$ cat src/inc/sbrc_pkg.sv
/*
  Shared constants and carrier types for the regulator, measurement-select
  and pin-function control registers of the system basis chip.
  Assumes the serial command decoder outside hands over one register access
  at a time, already framed into address, write flag and 8-bit data.
*/
package sbrc_pkg;

  // Register addresses as carried in the 5-bit address field of a command
  localparam logic [4:0] SBRC_ADDR_MEASURE = 5'h00;
  localparam logic [4:0] SBRC_ADDR_PINCFG = 5'h11;
  localparam logic [4:0] SBRC_ADDR_REGCTL = 5'h0f;

  // Reset values
  localparam logic [7:0] SBRC_MEASURE_RST = 8'h00;
  localparam logic [7:0] SBRC_PINCFG_RST = 8'h00;
  localparam logic [7:0] SBRC_REGCTL_RST = 8'h00;
  localparam logic [1:0] SBRC_XCVR_DEBUG_RST = 2'h1;

  // Regulator control field positions
  localparam int SBRC_AUX_LSB = 6;
  localparam int SBRC_XCVR_LSB = 3;
  localparam int SBRC_BAL_FORCE_BIT = 2;
  localparam int SBRC_BAL_AUTO_BIT = 1;
  localparam int SBRC_OFF_PERMIT_BIT = 0;

  // Measurement select field positions
  localparam int SBRC_SEL_LSB = 5;
  localparam int SBRC_RES_BIT = 4;
  localparam int SBRC_ATT_BIT = 3;
  localparam logic [7:0] SBRC_MEASURE_MASK = 8'hf8;

  // Regulator field codes
  localparam logic [1:0] SBRC_REG_OFF = 2'h0;
  localparam logic [1:0] SBRC_REG_QUIET = 2'h1;
  localparam logic [1:0] SBRC_REG_FAST = 2'h3;

  // Pin field codes
  localparam logic [1:0] SBRC_PIN_OFF = 2'h0;
  localparam logic [1:0] SBRC_PIN_WAKE = 2'h1;
  localparam logic [1:0] SBRC_PIN_LOW = 2'h2;
  localparam logic [1:0] SBRC_PIN_HIGH = 2'h3;

  // Measurement sources
  localparam logic [2:0] SBRC_SEL_IO0 = 3'h4;
  localparam logic [2:0] SBRC_SEL_IO1 = 3'h5;

  // Blanking times
  localparam int SBRC_CLK_HZ = 25000000;
  localparam int SBRC_BLANK_LONG_US = 1000;
  localparam int SBRC_BLANK_SHORT_US = 25;
  localparam int SBRC_BLANK_LONG_CYC = (SBRC_BLANK_LONG_US * (SBRC_CLK_HZ / 1000000));
  localparam int SBRC_BLANK_SHORT_CYC = (SBRC_BLANK_SHORT_US * (SBRC_CLK_HZ / 1000000));
  localparam int SBRC_CNT_W = 16;

  typedef enum logic [1:0] {
    SBRC_MODE_NORMAL = 2'h0,
    SBRC_MODE_DEBUG = 2'h1,
    SBRC_MODE_LOWPWR = 2'h3,
    SBRC_MODE_OTHER = 2'h2
  } sbrc_mode_t;

  typedef enum logic [1:0] {
    SBRC_FLT_IDLE = 2'h0,
    SBRC_FLT_BLANK = 2'h1,
    SBRC_FLT_TRIP = 2'h3
  } sbrc_flt_t;

  typedef struct packed {
    logic valid;
    logic write;
    logic [4:0] addr;
    logic [7:0] data;
  } sbrc_req_t;

  typedef struct packed {
    logic on;
    logic report_flags;
    logic thermal_prot;
    logic tripped;
  } sbrc_reg_ctl_t;

  typedef struct packed {
    logic drive_high;
    logic drive_low;
    logic wake_enable;
    logic protect;
  } sbrc_pin_ctl_t;

  typedef struct packed {
    logic [2:0] source;
    logic internal_sense_resistor_enable;
    logic attenuate;
    logic gain;
  } sbrc_meas_t;

endpackage

$ cat src/sbrc_ctrl.sv
/*
  Regulator control, measurement select and pin function registers, with
  the control outputs decoded from them.
  Assumes a serial frame decoder outside delivers one access per cycle and
  takes the read data in the cycle after the request.
*/
`timescale 1ns/1ps

module sbrc_ctrl
  import sbrc_pkg::*;
#(
  parameter int BLANK_LONG_CYC = SBRC_BLANK_LONG_CYC,
  parameter int NUM_PINS = 4
)
(
  input wire logic clk,
  input wire logic rst_n,
  input wire sbrc_req_t req,
  output logic [7:0] rd_data,
  output logic rd_valid,
  input wire sbrc_mode_t dev_mode,
  input wire logic aux_fault,
  input wire logic xcvr_fault,
  input wire logic vdd_current_high,
  input wire logic supply_off_request,
  input wire logic bus_termination_one,
  input wire logic bus_termination_two,
  input wire logic bus_term_one_drive,
  input wire logic bus_term_two_drive,
  output sbrc_reg_ctl_t aux_ctl,
  output sbrc_reg_ctl_t transceiver_supply_regulator,
  output logic aux_blank_short,
  output logic xcvr_blank_short,
  output logic ballast_enable,
  output logic supply_off_enter,
  output sbrc_meas_t measurement_output_pin,
  output sbrc_pin_ctl_t [NUM_PINS-1:0] pin_ctl
);

  initial
  begin
    if (NUM_PINS != 4)
      $error("sbrc_ctrl: exactly four pin fields are supported");
    if (BLANK_LONG_CYC < 1)
      $error("sbrc_ctrl: blanking count must be positive");
  end

  typedef struct packed {
    logic [7:0] regctl;
    logic [7:0] measure;
    logic [7:0] pincfg;
    logic [7:0] rd_data;
    logic rd_valid;
    logic debug_seen;
    sbrc_reg_ctl_t aux;
    sbrc_reg_ctl_t xcvr;
    logic ballast;
    logic off_enter;
    sbrc_meas_t meas;
    sbrc_pin_ctl_t [3:0] pins;
  } st_t;

  st_t s_q;
  st_t s_d;
  logic aux_trip;
  logic xcvr_trip;

  // Shared decode for regulator fields
  function automatic sbrc_reg_ctl_t reg_decode(input logic [1:0] f, input logic trip,
                                               input logic thermal);
    sbrc_reg_ctl_t r;
    r.on = (f != SBRC_REG_OFF) && !trip;
    r.report_flags = (f != SBRC_REG_OFF) && (f != SBRC_REG_QUIET);
    r.thermal_prot = thermal && (f != SBRC_REG_OFF);
    r.tripped = trip;
    return r;
  endfunction

  // Shared decode for pin fields; low-side exists only on the lower two pins
  function automatic sbrc_pin_ctl_t pin_decode(input logic [1:0] f, input logic low_ok,
                                               input logic lowpwr);
    sbrc_pin_ctl_t p;
    p.wake_enable = (f == SBRC_PIN_WAKE);
    p.drive_low = low_ok && (f == SBRC_PIN_LOW);
    p.drive_high = (f == SBRC_PIN_HIGH) || (!low_ok && f == SBRC_PIN_LOW);
    p.protect = (p.drive_low || p.drive_high) && !lowpwr;
    return p;
  endfunction

  sbrc_fault_blank #(
    .LONG_CYC(BLANK_LONG_CYC),
    .SHORT_CYC(SBRC_BLANK_SHORT_CYC)
  ) u_aux_blank (
    .clk(clk),
    .rst_n(rst_n),
    .mode(s_q.regctl[SBRC_AUX_LSB +: 2]),
    .fault(aux_fault && s_q.aux.on),
    .tripped(aux_trip)
  );

  sbrc_fault_blank #(
    .LONG_CYC(BLANK_LONG_CYC),
    .SHORT_CYC(SBRC_BLANK_SHORT_CYC)
  ) u_xcvr_blank (
    .clk(clk),
    .rst_n(rst_n),
    .mode(s_q.regctl[SBRC_XCVR_LSB +: 2]),
    .fault(xcvr_fault && s_q.xcvr.on),
    .tripped(xcvr_trip)
  );

  always_comb
  begin
    logic xcvr_off;
    logic [1:0] pf;
    xcvr_off = 1'b0;
    pf = 2'h0;
    s_d = s_q;
    s_d.rd_valid = 1'b0;
    xcvr_off = (s_q.regctl[SBRC_XCVR_LSB +: 2] == SBRC_REG_OFF);

    // Entering debug mode loads the quiet transceiver setting once
    s_d.debug_seen = (dev_mode == SBRC_MODE_DEBUG);
    if (dev_mode == SBRC_MODE_DEBUG && !s_q.debug_seen)
      s_d.regctl[SBRC_XCVR_LSB +: 2] = SBRC_XCVR_DEBUG_RST;

    if (req.valid)
    begin
      s_d.rd_valid = 1'b1;
      s_d.rd_data = 8'h00;
      case (req.addr)
        SBRC_ADDR_REGCTL:
        begin
          if (req.write)
            s_d.regctl = req.data;
          s_d.rd_data = s_q.regctl;
        end
        SBRC_ADDR_MEASURE:
        begin
          // Access is dropped and reads zero while the supply is off
          if (!xcvr_off)
          begin
            if (req.write && dev_mode == SBRC_MODE_NORMAL)
              s_d.measure = req.data & SBRC_MEASURE_MASK;
            s_d.rd_data = s_q.measure & SBRC_MEASURE_MASK;
          end
        end
        SBRC_ADDR_PINCFG:
        begin
          if (req.write)
            s_d.pincfg = req.data;
          s_d.rd_data = s_q.pincfg;
        end
        default:
          s_d.rd_data = 8'h00;
      endcase
    end

    if (xcvr_off || dev_mode != SBRC_MODE_NORMAL)
      s_d.measure = SBRC_MEASURE_RST;
    if (s_d.regctl[SBRC_XCVR_LSB +: 2] == SBRC_REG_OFF)
      s_d.measure = SBRC_MEASURE_RST;

    s_d.aux = reg_decode(s_d.regctl[SBRC_AUX_LSB +: 2], aux_trip, 1'b0);
    s_d.xcvr = reg_decode(s_d.regctl[SBRC_XCVR_LSB +: 2], xcvr_trip, 1'b1);

    s_d.ballast = s_d.regctl[SBRC_BAL_FORCE_BIT]
                  || (s_d.regctl[SBRC_BAL_AUTO_BIT] && vdd_current_high);
    s_d.off_enter = supply_off_request && s_d.regctl[SBRC_OFF_PERMIT_BIT];

    s_d.meas.source = s_d.measure[SBRC_SEL_LSB +: 3];
    s_d.meas.internal_sense_resistor_enable = s_d.measure[SBRC_RES_BIT];
    s_d.meas.attenuate = 1'b0;
    s_d.meas.gain = 1'b0;
    if (s_d.meas.source == SBRC_SEL_IO0 || s_d.meas.source == SBRC_SEL_IO1)
    begin
      s_d.meas.attenuate = s_d.measure[SBRC_ATT_BIT];
      s_d.meas.gain = !s_d.measure[SBRC_ATT_BIT];
    end

    for (int i = 0; i < 4; i++)
    begin
      pf = s_d.pincfg[2*i +: 2];
      s_d.pins[i] = pin_decode(pf, (i < 2), dev_mode == SBRC_MODE_LOWPWR);
    end
    // Bits 1:0 and 3:2 drive the lower pins, both sides available
    s_d.pins[0].protect = s_d.pins[0].protect;
    s_d.pins[1].protect = s_d.pins[1].protect;

    // Bus terminations take the upper pins away from the field setting
    if (bus_termination_one)
    begin
      s_d.pins[2] = '0;
      s_d.pins[2].drive_high = bus_term_one_drive;
      s_d.pins[2].protect = bus_term_one_drive;
    end
    else
      s_d.pins[2] = pin_decode(s_d.pincfg[5:4], 1'b0, 1'b0);
    if (bus_termination_two)
    begin
      s_d.pins[3] = '0;
      s_d.pins[3].drive_high = bus_term_two_drive;
      s_d.pins[3].protect = bus_term_two_drive;
    end
    else
      s_d.pins[3] = pin_decode(s_d.pincfg[7:6], 1'b0, 1'b0);
  end

  always_ff @(posedge clk)
  begin
    if (!rst_n)
    begin
      s_q <= '0;
      s_q.regctl <= SBRC_REGCTL_RST;
      s_q.measure <= SBRC_MEASURE_RST;
      s_q.pincfg <= SBRC_PINCFG_RST;
    end
    else
      s_q <= s_d;
  end

  assign rd_data = s_q.rd_data;
  assign rd_valid = s_q.rd_valid;
  assign aux_ctl = s_q.aux;
  assign transceiver_supply_regulator = s_q.xcvr;
  assign aux_blank_short = (s_q.regctl[SBRC_AUX_LSB +: 2] == SBRC_REG_FAST);
  assign xcvr_blank_short = (s_q.regctl[SBRC_XCVR_LSB +: 2] == SBRC_REG_FAST);
  assign ballast_enable = s_q.ballast;
  assign supply_off_enter = s_q.off_enter;
  assign measurement_output_pin = s_q.meas;
  assign pin_ctl = s_q.pins;

endmodule

$ cat src/sbrc_fault_blank.sv
/*
  One regulator's fault blanking timer: a fault that persists through the
  selected blanking time trips the regulator off.
  Assumes the fault input is already synchronous to clk.
*/
`timescale 1ns/1ps
module sbrc_fault_blank
  import sbrc_pkg::*;
#(
  parameter int LONG_CYC = SBRC_BLANK_LONG_CYC,
  parameter int SHORT_CYC = SBRC_BLANK_SHORT_CYC
)
(
  input wire logic clk,
  input wire logic rst_n,
  input wire logic [1:0] mode,
  input wire logic fault,
  output logic tripped
);

  initial
  begin
    if (LONG_CYC < 1 || SHORT_CYC < 1 || LONG_CYC >= (1 << SBRC_CNT_W))
      $error("sbrc_fault_blank: blanking count out of range");
  end

  typedef struct packed {
    sbrc_flt_t st;
    logic [SBRC_CNT_W-1:0] cnt;
  } fb_state_t;

  fb_state_t s_q;
  fb_state_t s_d;
  logic [SBRC_CNT_W-1:0] limit;

  always_comb
  begin
    limit = (mode == SBRC_REG_FAST) ? SBRC_CNT_W'(SHORT_CYC - 1) : SBRC_CNT_W'(LONG_CYC - 1);
    s_d = s_q;
    case (s_q.st)
      SBRC_FLT_IDLE:
      begin
        s_d.cnt = '0;
        if (fault && mode != SBRC_REG_OFF)
          s_d.st = SBRC_FLT_BLANK;
      end
      SBRC_FLT_BLANK:
      begin
        // Short glitches under the blanking time do not shut down
        if (!fault || mode == SBRC_REG_OFF)
          s_d.st = SBRC_FLT_IDLE;
        else if (s_q.cnt >= limit)
          s_d.st = SBRC_FLT_TRIP;
        else
          s_d.cnt = s_q.cnt + 1'b1;
      end
      SBRC_FLT_TRIP:
      begin
        // Stays off until software turns the regulator off and on again
        if (mode == SBRC_REG_OFF)
          s_d.st = SBRC_FLT_IDLE;
      end
      default:
        s_d.st = SBRC_FLT_IDLE;
    endcase
  end

  always_ff @(posedge clk)
  begin
    if (!rst_n)
      s_q <= '{st: SBRC_FLT_IDLE, cnt: '0};
    else
      s_q <= s_d;
  end

  assign tripped = (s_q.st == SBRC_FLT_TRIP);

endmodule

$ cat config.mk
export PLATFORM = sky130hd
export DESIGN_NAME = sbrc_ctrl
export DESIGN_NICKNAME = d
export VERILOG_FILES = /design/src/inc/sbrc_pkg.sv /design/src/sbrc_ctrl.sv /design/src/sbrc_fault_blank.sv
export SDC_FILE = /design/constraint.sdc
export NUM_CORES = 1
export LEC_CHECK = 0
export ABC_AREA = 1
export BUFFER_PORTS_ARGS = -buffer_cell sky130_fd_sc_hd__buf_4
export CAP_MARGIN = 0
export CORE_MARGIN = 2
export CORE_UTILIZATION = 45
export CTS_BUF_LIST = sky130_fd_sc_hd__clkbuf_4 sky130_fd_sc_hd__clkbuf_8 sky130_fd_sc_hd__clkbuf_16
export DETAILED_ROUTE_END_ITERATION = 10
export GPL_TIMING_DRIVEN = 0
export PLACE_DENSITY = 0.64
export RECOVER_POWER = 100
export SYNTH_ARGS = -nofsm -noshare
export SYNTH_HDL_FRONTEND = slang
export SYNTH_HIERARCHICAL = 1
export SYNTH_SLANG_ARGS = --single-unit
export TNS_END_PERCENT = 100
$ cat constraint.sdc
create_clock -name clk -period 2.8 [get_ports clk]
set_clock_uncertainty 0.15 [all_clocks]
set_input_delay 0.14 -clock clk [delete_from_list [all_inputs] [get_ports clk]]
set_output_delay 0.14 -clock clk [all_outputs]
set_load 0.005 [all_outputs]
==> flow_summary.json, run 1 <==
{
  "synth_enable_flop_cells": 0,
  "synth.lib_cells_used.distinct": 44,
  "totalWireLength_um": 12890,
  "synth.yosys.warnings": 6,
  "firstDrtPassIters": 5,
  "cp_slowest_cell": "dfxtp_1",
  "crit_path_max_incr_delay_ns": 0.48,
  "postSynth.topFlopCell": "dfxtp_1",
  "syn_avg_cell_area_sq_um": 6.770,
  "global_route_wire_length_before_repair_um": 21560,
  "post_dp_cell_area_sq_um": 5908,
  "post-synth-top-area-cell": "dfxtp_1",
  "initial_antenna_violation_count": 0,
  "buffer_ports.inserted": 66,
  "area.growth.synth_to_final_pct": 20.28,
  "timing.max_cap.violations": 0,
  "worst-setup-path-type": "reg -> reg",
  "postLayoutCellArea_sq_um": 6286,
  "floorplan.die_area_sq_um": 12490,
  "timing.critical_path.to_type": "register",
  "num_io_pins": 70,
  "worstSkewPairLatency_ns": 0.35,
  "tritoncts": "built",
  "dpl.hpwl_um": 9746,
  "yosys_register_bits": 90,
  "postRouteAntennaNets": 0,
  "path_cells": "nand2_4, ha_1, nor3_1, nand4_1, a21oi_1, nand3_1, clkbuf_2, nand3_1, a21oi_1",
  "synth_top_area_cells": "dfxtp_1 34%, nand2_1 13%, inv_1 8.1%",
  "track_usage_pct": 21.27,
  "cts.path.max_buffers": 2,
  "layout.cells.most_common": "nand2_1",
  "clk_root_buffer_cell": "clkbuf_16",
  "hold_class": "in -> reg",
  "floorplan.die.width_um": 111.8,
  "power_density_nw_per_um2": 427.0,
  "finalNetCount": 907,
  "relSlewSlack_pct": 53.12,
  "clock_pin_slew_of_the_registers_on_the_worst_case_setup_and_hold_paths_ns": 0.06,
  "worst_path_dominant_cell_family": "simple AND/OR/NAND/NOR gates",
  "synthesis.area_sq_um": 5226,
  "critical_path.n_buffers_inverters": 1,
  "hold_viol": 0,
  "final_cell_mix": "190 x nand2_1, 113 x inv_1, 94 x nor2_1, 90 x dfxtp_1, 63 x buf_4",
  "synth_cells": 772,
  "vdd_drop_max_uv": 450.6,
  "yosys.area.top_type_share_pct": 34.47,
  "drt-vias-per-instance": 4.850,
  "synth-async-reset-ratio_pct": 0,
  "layout_min_cycle_time_ns": 2.392,
  "routed_wire_length_per_instance_um": 12.71,
  "placementRows": 39,
  "status": "finished, final reports clean",
  "static_power_due_to_leakage_nw": 3.022,
  "timing.final.max_slew_violations": 0,
  "place_congestion": 0.8664,
  "dieHeight_um": 111.8,
  "num_antenna_cells": 0,
  "totalPowerFinal_mw": 2.684,
  "cp_data_arrival_time_ns": 2.47,
  "cp.required_ns": 2.88,
  "fin_crit_sh_pct": 85.42,
  "rsz0062_at_grt": "no",
  "initialDrtViolationCount": 270,
  "synth.yosys.seq_area_share_pct": 34.47,
  "remaining_drc_errors": 0,
  "postCtsSetupRepairBufs": 0,
  "total_cts_buffers": 9,
  "ctsHtreeMaxLevel": 3,
  "number_of_global_route_vias_before_repair": 4754,
  "setup-tns-final_ns": 0,
  "num-fill-cells": 1169,
  "critical_path.max_fanout": 12,
  "setup_viol": 0,
  "worstMarginPinSlew_ns": 0.7016,
  "core-area_sq_um": 11370,
  "gr_overflow_total": 0,
  "cts.sinks": 90,
  "start_util_pct": 45.97,
  "multi_input_comb_area_sq_um": 2510,
  "regArea_sq_um": 1802,
  "worst_setup_path_start_kind": "register",
  "largest_net_degree_at_the_start_of_global_routing": 14,
  "route.vias.total": 4918,
  "post_route_cells_drive_above_1_share_pct": 19.06,
  "achievable-frequency_mhz": 418.1
}
-- power breakdown --
part / total [mW] / switching, mW / internal, mW
combinational: 0.163 / 0.0875 / 0.0750
clock: 1.23 / 0.486 / 0.740
sequential: 1.30 / 0.00620 / 1.29
total: 2.68 / 0.580 / 2.10
-- area by class of cell --
| type | instances | share of cell area (%) |
|---|---|---|
| sequential | 90 | 28.66 |
| timing repair buffer | 83 | 10.53 |
| clock buffer | 12 | 4.140 |
| multi-input combinational | 504 | 39.93 |
| inverter | 130 | 7.862 |
| buffer | 50 | 5.434 |
| clock inverter | 2 | 0.5971 |
| tap | 143 | 2.846 |
-- flip-flops by register name (all words and copies together) (netlist names), 3 cells and up --
register and count:
rd_data 8, transceiver_supply_regulator 4, aux_ctl 3, u_xcvr_blank/s_q 18
pin_ctl 12, s_q 19, measurement_output_pin 5, u_aux_blank/s_q 18
-- layer usage --
layer	vias up	global-route usage, %	part of all wire [%]
li1	2544	-	-
met1	2259	27.13	47
met2	100	35.56	47
met3	15	5.171	4.7
met4	0	6.749	1.2
met5	-	0	0
-- worst register-to-register path: stages, from the launching register on --
cell      delay, ns
dfxtp_1        0.48
nand2_4        0.17
ha_1           0.22
nor3_1         0.17
nand4_1        0.12
a21oi_1        0.28
nand3_1        0.23
clkbuf_2       0.27
nand3_1        0.12
a21oi_1        0.07
-- path summary, 6_finish.rpt --
check | slack [ns] | startpoint | depth (start not counted) | endpoint
max | 0.41 | s_q[64] | 9 | u_aux_blank/s_q[1]
min | 0.03 | req[6] | 5 | measurement_output_pin[4]
max reg2reg | 0.41 | s_q[64] | 9 | u_aux_blank/s_q[1]
min reg2reg | 0.32 | rd_data[5] | 2 | rd_data[5]
-- Yosys cell counts (all sizes together) (2+ instances only) --
cell / instances
nand2: 199
inv: 125
nor2: 100
dfxtp: 90
nand3: 63
a21oi: 50
buf: 45
o21ai: 24
nand4: 13
nor3: 13
ha: 12
xor2: 12
clkbuf: 5
clkinv: 5
nor3b: 3
nand3b: 2
o211ai: 2
o22ai: 2
xnor2: 2
-- kinds of logic (layout without fill, tap and decap cells) --
family,Yosys count,after routing,synth area share [%]
other,1,3,0.07175
AO/OA/AOI/OAI,79,79,8.762
adder cells (fa/ha/maj),12,12,2.873
flip-flops,90,90,34.47
XOR/XNOR,14,14,2.346
AND/OR/NAND/NOR,396,396,35.34
buffers and inverters,180,277,16.14
-- stage by stage --
step / setup WS (ns) / hold WS, ns / std cells / utilization [%]
floorplan: 0.8686 / 0.06615 / 774 / -
global placement: 0.6187 / 0.1890 / 983 / 51.96
detailed placement: 0.5724 / 0.1860 / 983 / 51.96
global route: 0.1577 / 0.06991 / 1014 / 55.29
finish: 0.4083 / 0.03406 / 1014 / 55.29
CTS: 0.5570 / 0.02448 / 1014 / 56.08
-- repair_timing --
action	CTS	global route
resized for setup	0	0
hold buffers	17	0
hold endpoints to repair	18	0
Note: power is estimated with default switching activity, not from simulation.
==> run 2: changes to the inputs <==
Clock period 2.8 ns to 2.7 ns, I/O delays scaled along.
==> flow_summary.json, run 2 (synthesis gave the netlist of run 1 again) <==
{
  "status": "finished, final reports clean",
  "gr_overflow_total": 0,
  "timing.final.max_slew_violations": 0,
  "finish.cell_count_without_fillers": 1014,
  "setup-tns-final_ns": 0,
  "num_io_pins": 70,
  "hold_viol": 0,
  "num_antenna_cells": 0,
  "placementRows": 39,
  "largest_net_degree_at_the_start_of_global_routing": 14,
  "finalNetCount": 907,
  "top_regs": "s_q (19), u_aux_blank/s_q (18), u_xcvr_blank/s_q (18)",
  "dpl.cell_count": 983,
  "worst_setup_path_start_kind": "register",
  "timing.critical_path.to_type": "register",
  "postRouteAntennaNets": 0,
  "setup_viol": 0,
  "worst-setup-path-type": "reg -> reg",
  "number_of_global_route_vias_before_repair": 4754,
  "firstDrtPassIters": 5,
  "cts.sinks": 90,
  "vdd_drop_max_uv": 469.1,
  "global_route_wire_length_before_repair_um": 21560,
  "static_power_due_to_leakage_nw": 3.026,
  "switching_power_as_a_share_of_total_power_pct": 21.64,
  "routed_wire_length_per_instance_um": 12.76,
  "area.growth.synth_to_final_pct": 20.64,
  "critical_path.max_fanout": 12,
  "totalWireLength_um": 12940,
  "worstSkewPairLatency_ns": 0.35,
  "cp.required_ns": 2.80,
  "total_cts_buffers": 9,
  "final_critical_path_setup_slack_ns": 0.3361,
  "ctsHtreeMaxLevel": 3,
  "initialDrtViolationCount": 252,
  "floorplan.die_area_sq_um": 12490,
  "hold_class": "in -> reg",
  "final_core_util_pct": 55.45,
  "remaining_drc_errors": 0,
  "power_frac_comb_pct": 6.1,
  "largest_register_ff_count": 19,
  "place_congestion": 0.8664,
  "pre_cts_ws_ns": 0.4724,
  "tritoncts": "built",
  "floorplan.die.width_um": 111.8,
  "worstMarginPinSlew_ns": 0.6937,
  "layout.cells.most_common": "nand2_1",
  "core-area_sq_um": 11370,
  "rsz0062_at_grt": "no",
  "top_register": "s_q",
  "timing.hold.ws_ns": 0.03180,
  "relSlewSlack_pct": 53.66,
  "post_route_cells_drive_above_1_share_pct": 19.40,
  "start_util_pct": 45.97,
  "seq_power_share_pct": 48.2,
  "clock_pin_slew_of_the_registers_on_the_worst_case_setup_and_hold_paths_ns": 0.06,
  "fin_crit_sh_pct": 87.55,
  "cp_data_arrival_time_ns": 2.46,
  "dpl.hpwl_um": 9746,
  "drt-vias-per-instance": 4.847,
  "cts.path.max_buffers": 2,
  "timing.max_cap.violations": 0,
  "final_cell_mix": "189 x nand2_1, 113 x inv_1, 94 x nor2_1, 90 x dfxtp_1, 63 x buf_4",
  "layout_min_cycle_time_ns": 2.364,
  "net-switching-power_uw": 602.6,
  "p_int_mw": 2.182,
  "buffer_ports.inserted": 66,
  "power_density_nw_per_um2": 441.7,
  "achievable-frequency_mhz": 423.0,
  "dieHeight_um": 111.8,
  "route.vias.total": 4915,
  "clk_root_buffer_cell": "clkbuf_16",
  "power.clock.fraction_pct": 45.7,
  "track_usage_pct": 21.27,
  "initial_antenna_violation_count": 0
}
==> run 2: cell types whose count changed in the layout (fill, tap and decap cells not counted) <==
cell,previous run,this run
buf_6,1,2
nand2_2,4,5
nand3_2,0,2
clkbuf_2,1,0
nand3_1,62,60
nand2_1,190,189
==> run 2: metal layers <==
metal  wire (um)  global-route usage, %
met2        6116                  35.56
met5           0                      0
met4         141                  6.749
met1        6087                  27.13
met3         594                  5.171
==> run 2: metrics by stage <==
stage	total power, mW	area, sq um
after detailed placement	1.530	5908
after global routing	2.883	6305
final	2.785	6305
after floorplan	1.455	5234
after CTS	2.834	6376
after global placement	1.528	5908
==> run 2: timing repair <==
item	4_1_cts	5_1_grt
hold endpoints to repair	19	0
setup endpoints to repair	0	0
hold buffers	17	0
setup buffers	0	0
resized for setup	0	0
==> run 2: worst paths after layout <==
check / endpoint / slack [ns] / cells past startpoint / from
hold / removal: measurement_output_pin[4] / 0.03 / 5 / req[6]
setup reg to reg: u_aux_blank/s_q[4] / 0.34 / 10 / s_q[65]
setup / recovery: u_aux_blank/s_q[4] / 0.34 / 10 / s_q[65]
hold reg to reg: rd_data[5] / 0.32 / 2 / rd_data[5]
==> run 2: worst max-delay path: stages, from the launching register on <==
cell and delay [ns]:
dfxtp_1 0.48, nand2_4 0.17, ha_1 0.22, nor3_1 0.17, nand4_1 0.12, a21oi_1 0.34
nand3_2 0.19, nand2_1 0.23, inv_2 0.06, nor2_1 0.10, nor2_1 0.04
==> run 2: power by group through the flow <==
| stage | registers, mW | clock network (mW) | logic [mW] |
|---|---|---|---|
| after global routing | 1.34 | 1.35 | 0.185 |
| after CTS | 1.34 | 1.32 | 0.176 |
| after detailed placement | 1.37 | 0 | 0.157 |
| final | 1.34 | 1.27 | 0.169 |
| after floorplan | 1.37 | 0 | 0.0838 |
| after global placement | 1.37 | 0 | 0.155 |
==> run 2: cell type report <==
class	count	area, sq um
Buffer	50	347.8
Clock buffer	12	260.3
Clock inverter	2	37.54
Fill cell	1165	5065
Inverter	130	494.2
Multi-Input combinational cell	504	2522
Sequential cell	90	1802
Tap cell	143	178.9
Timing Repair Buffer	83	661.9
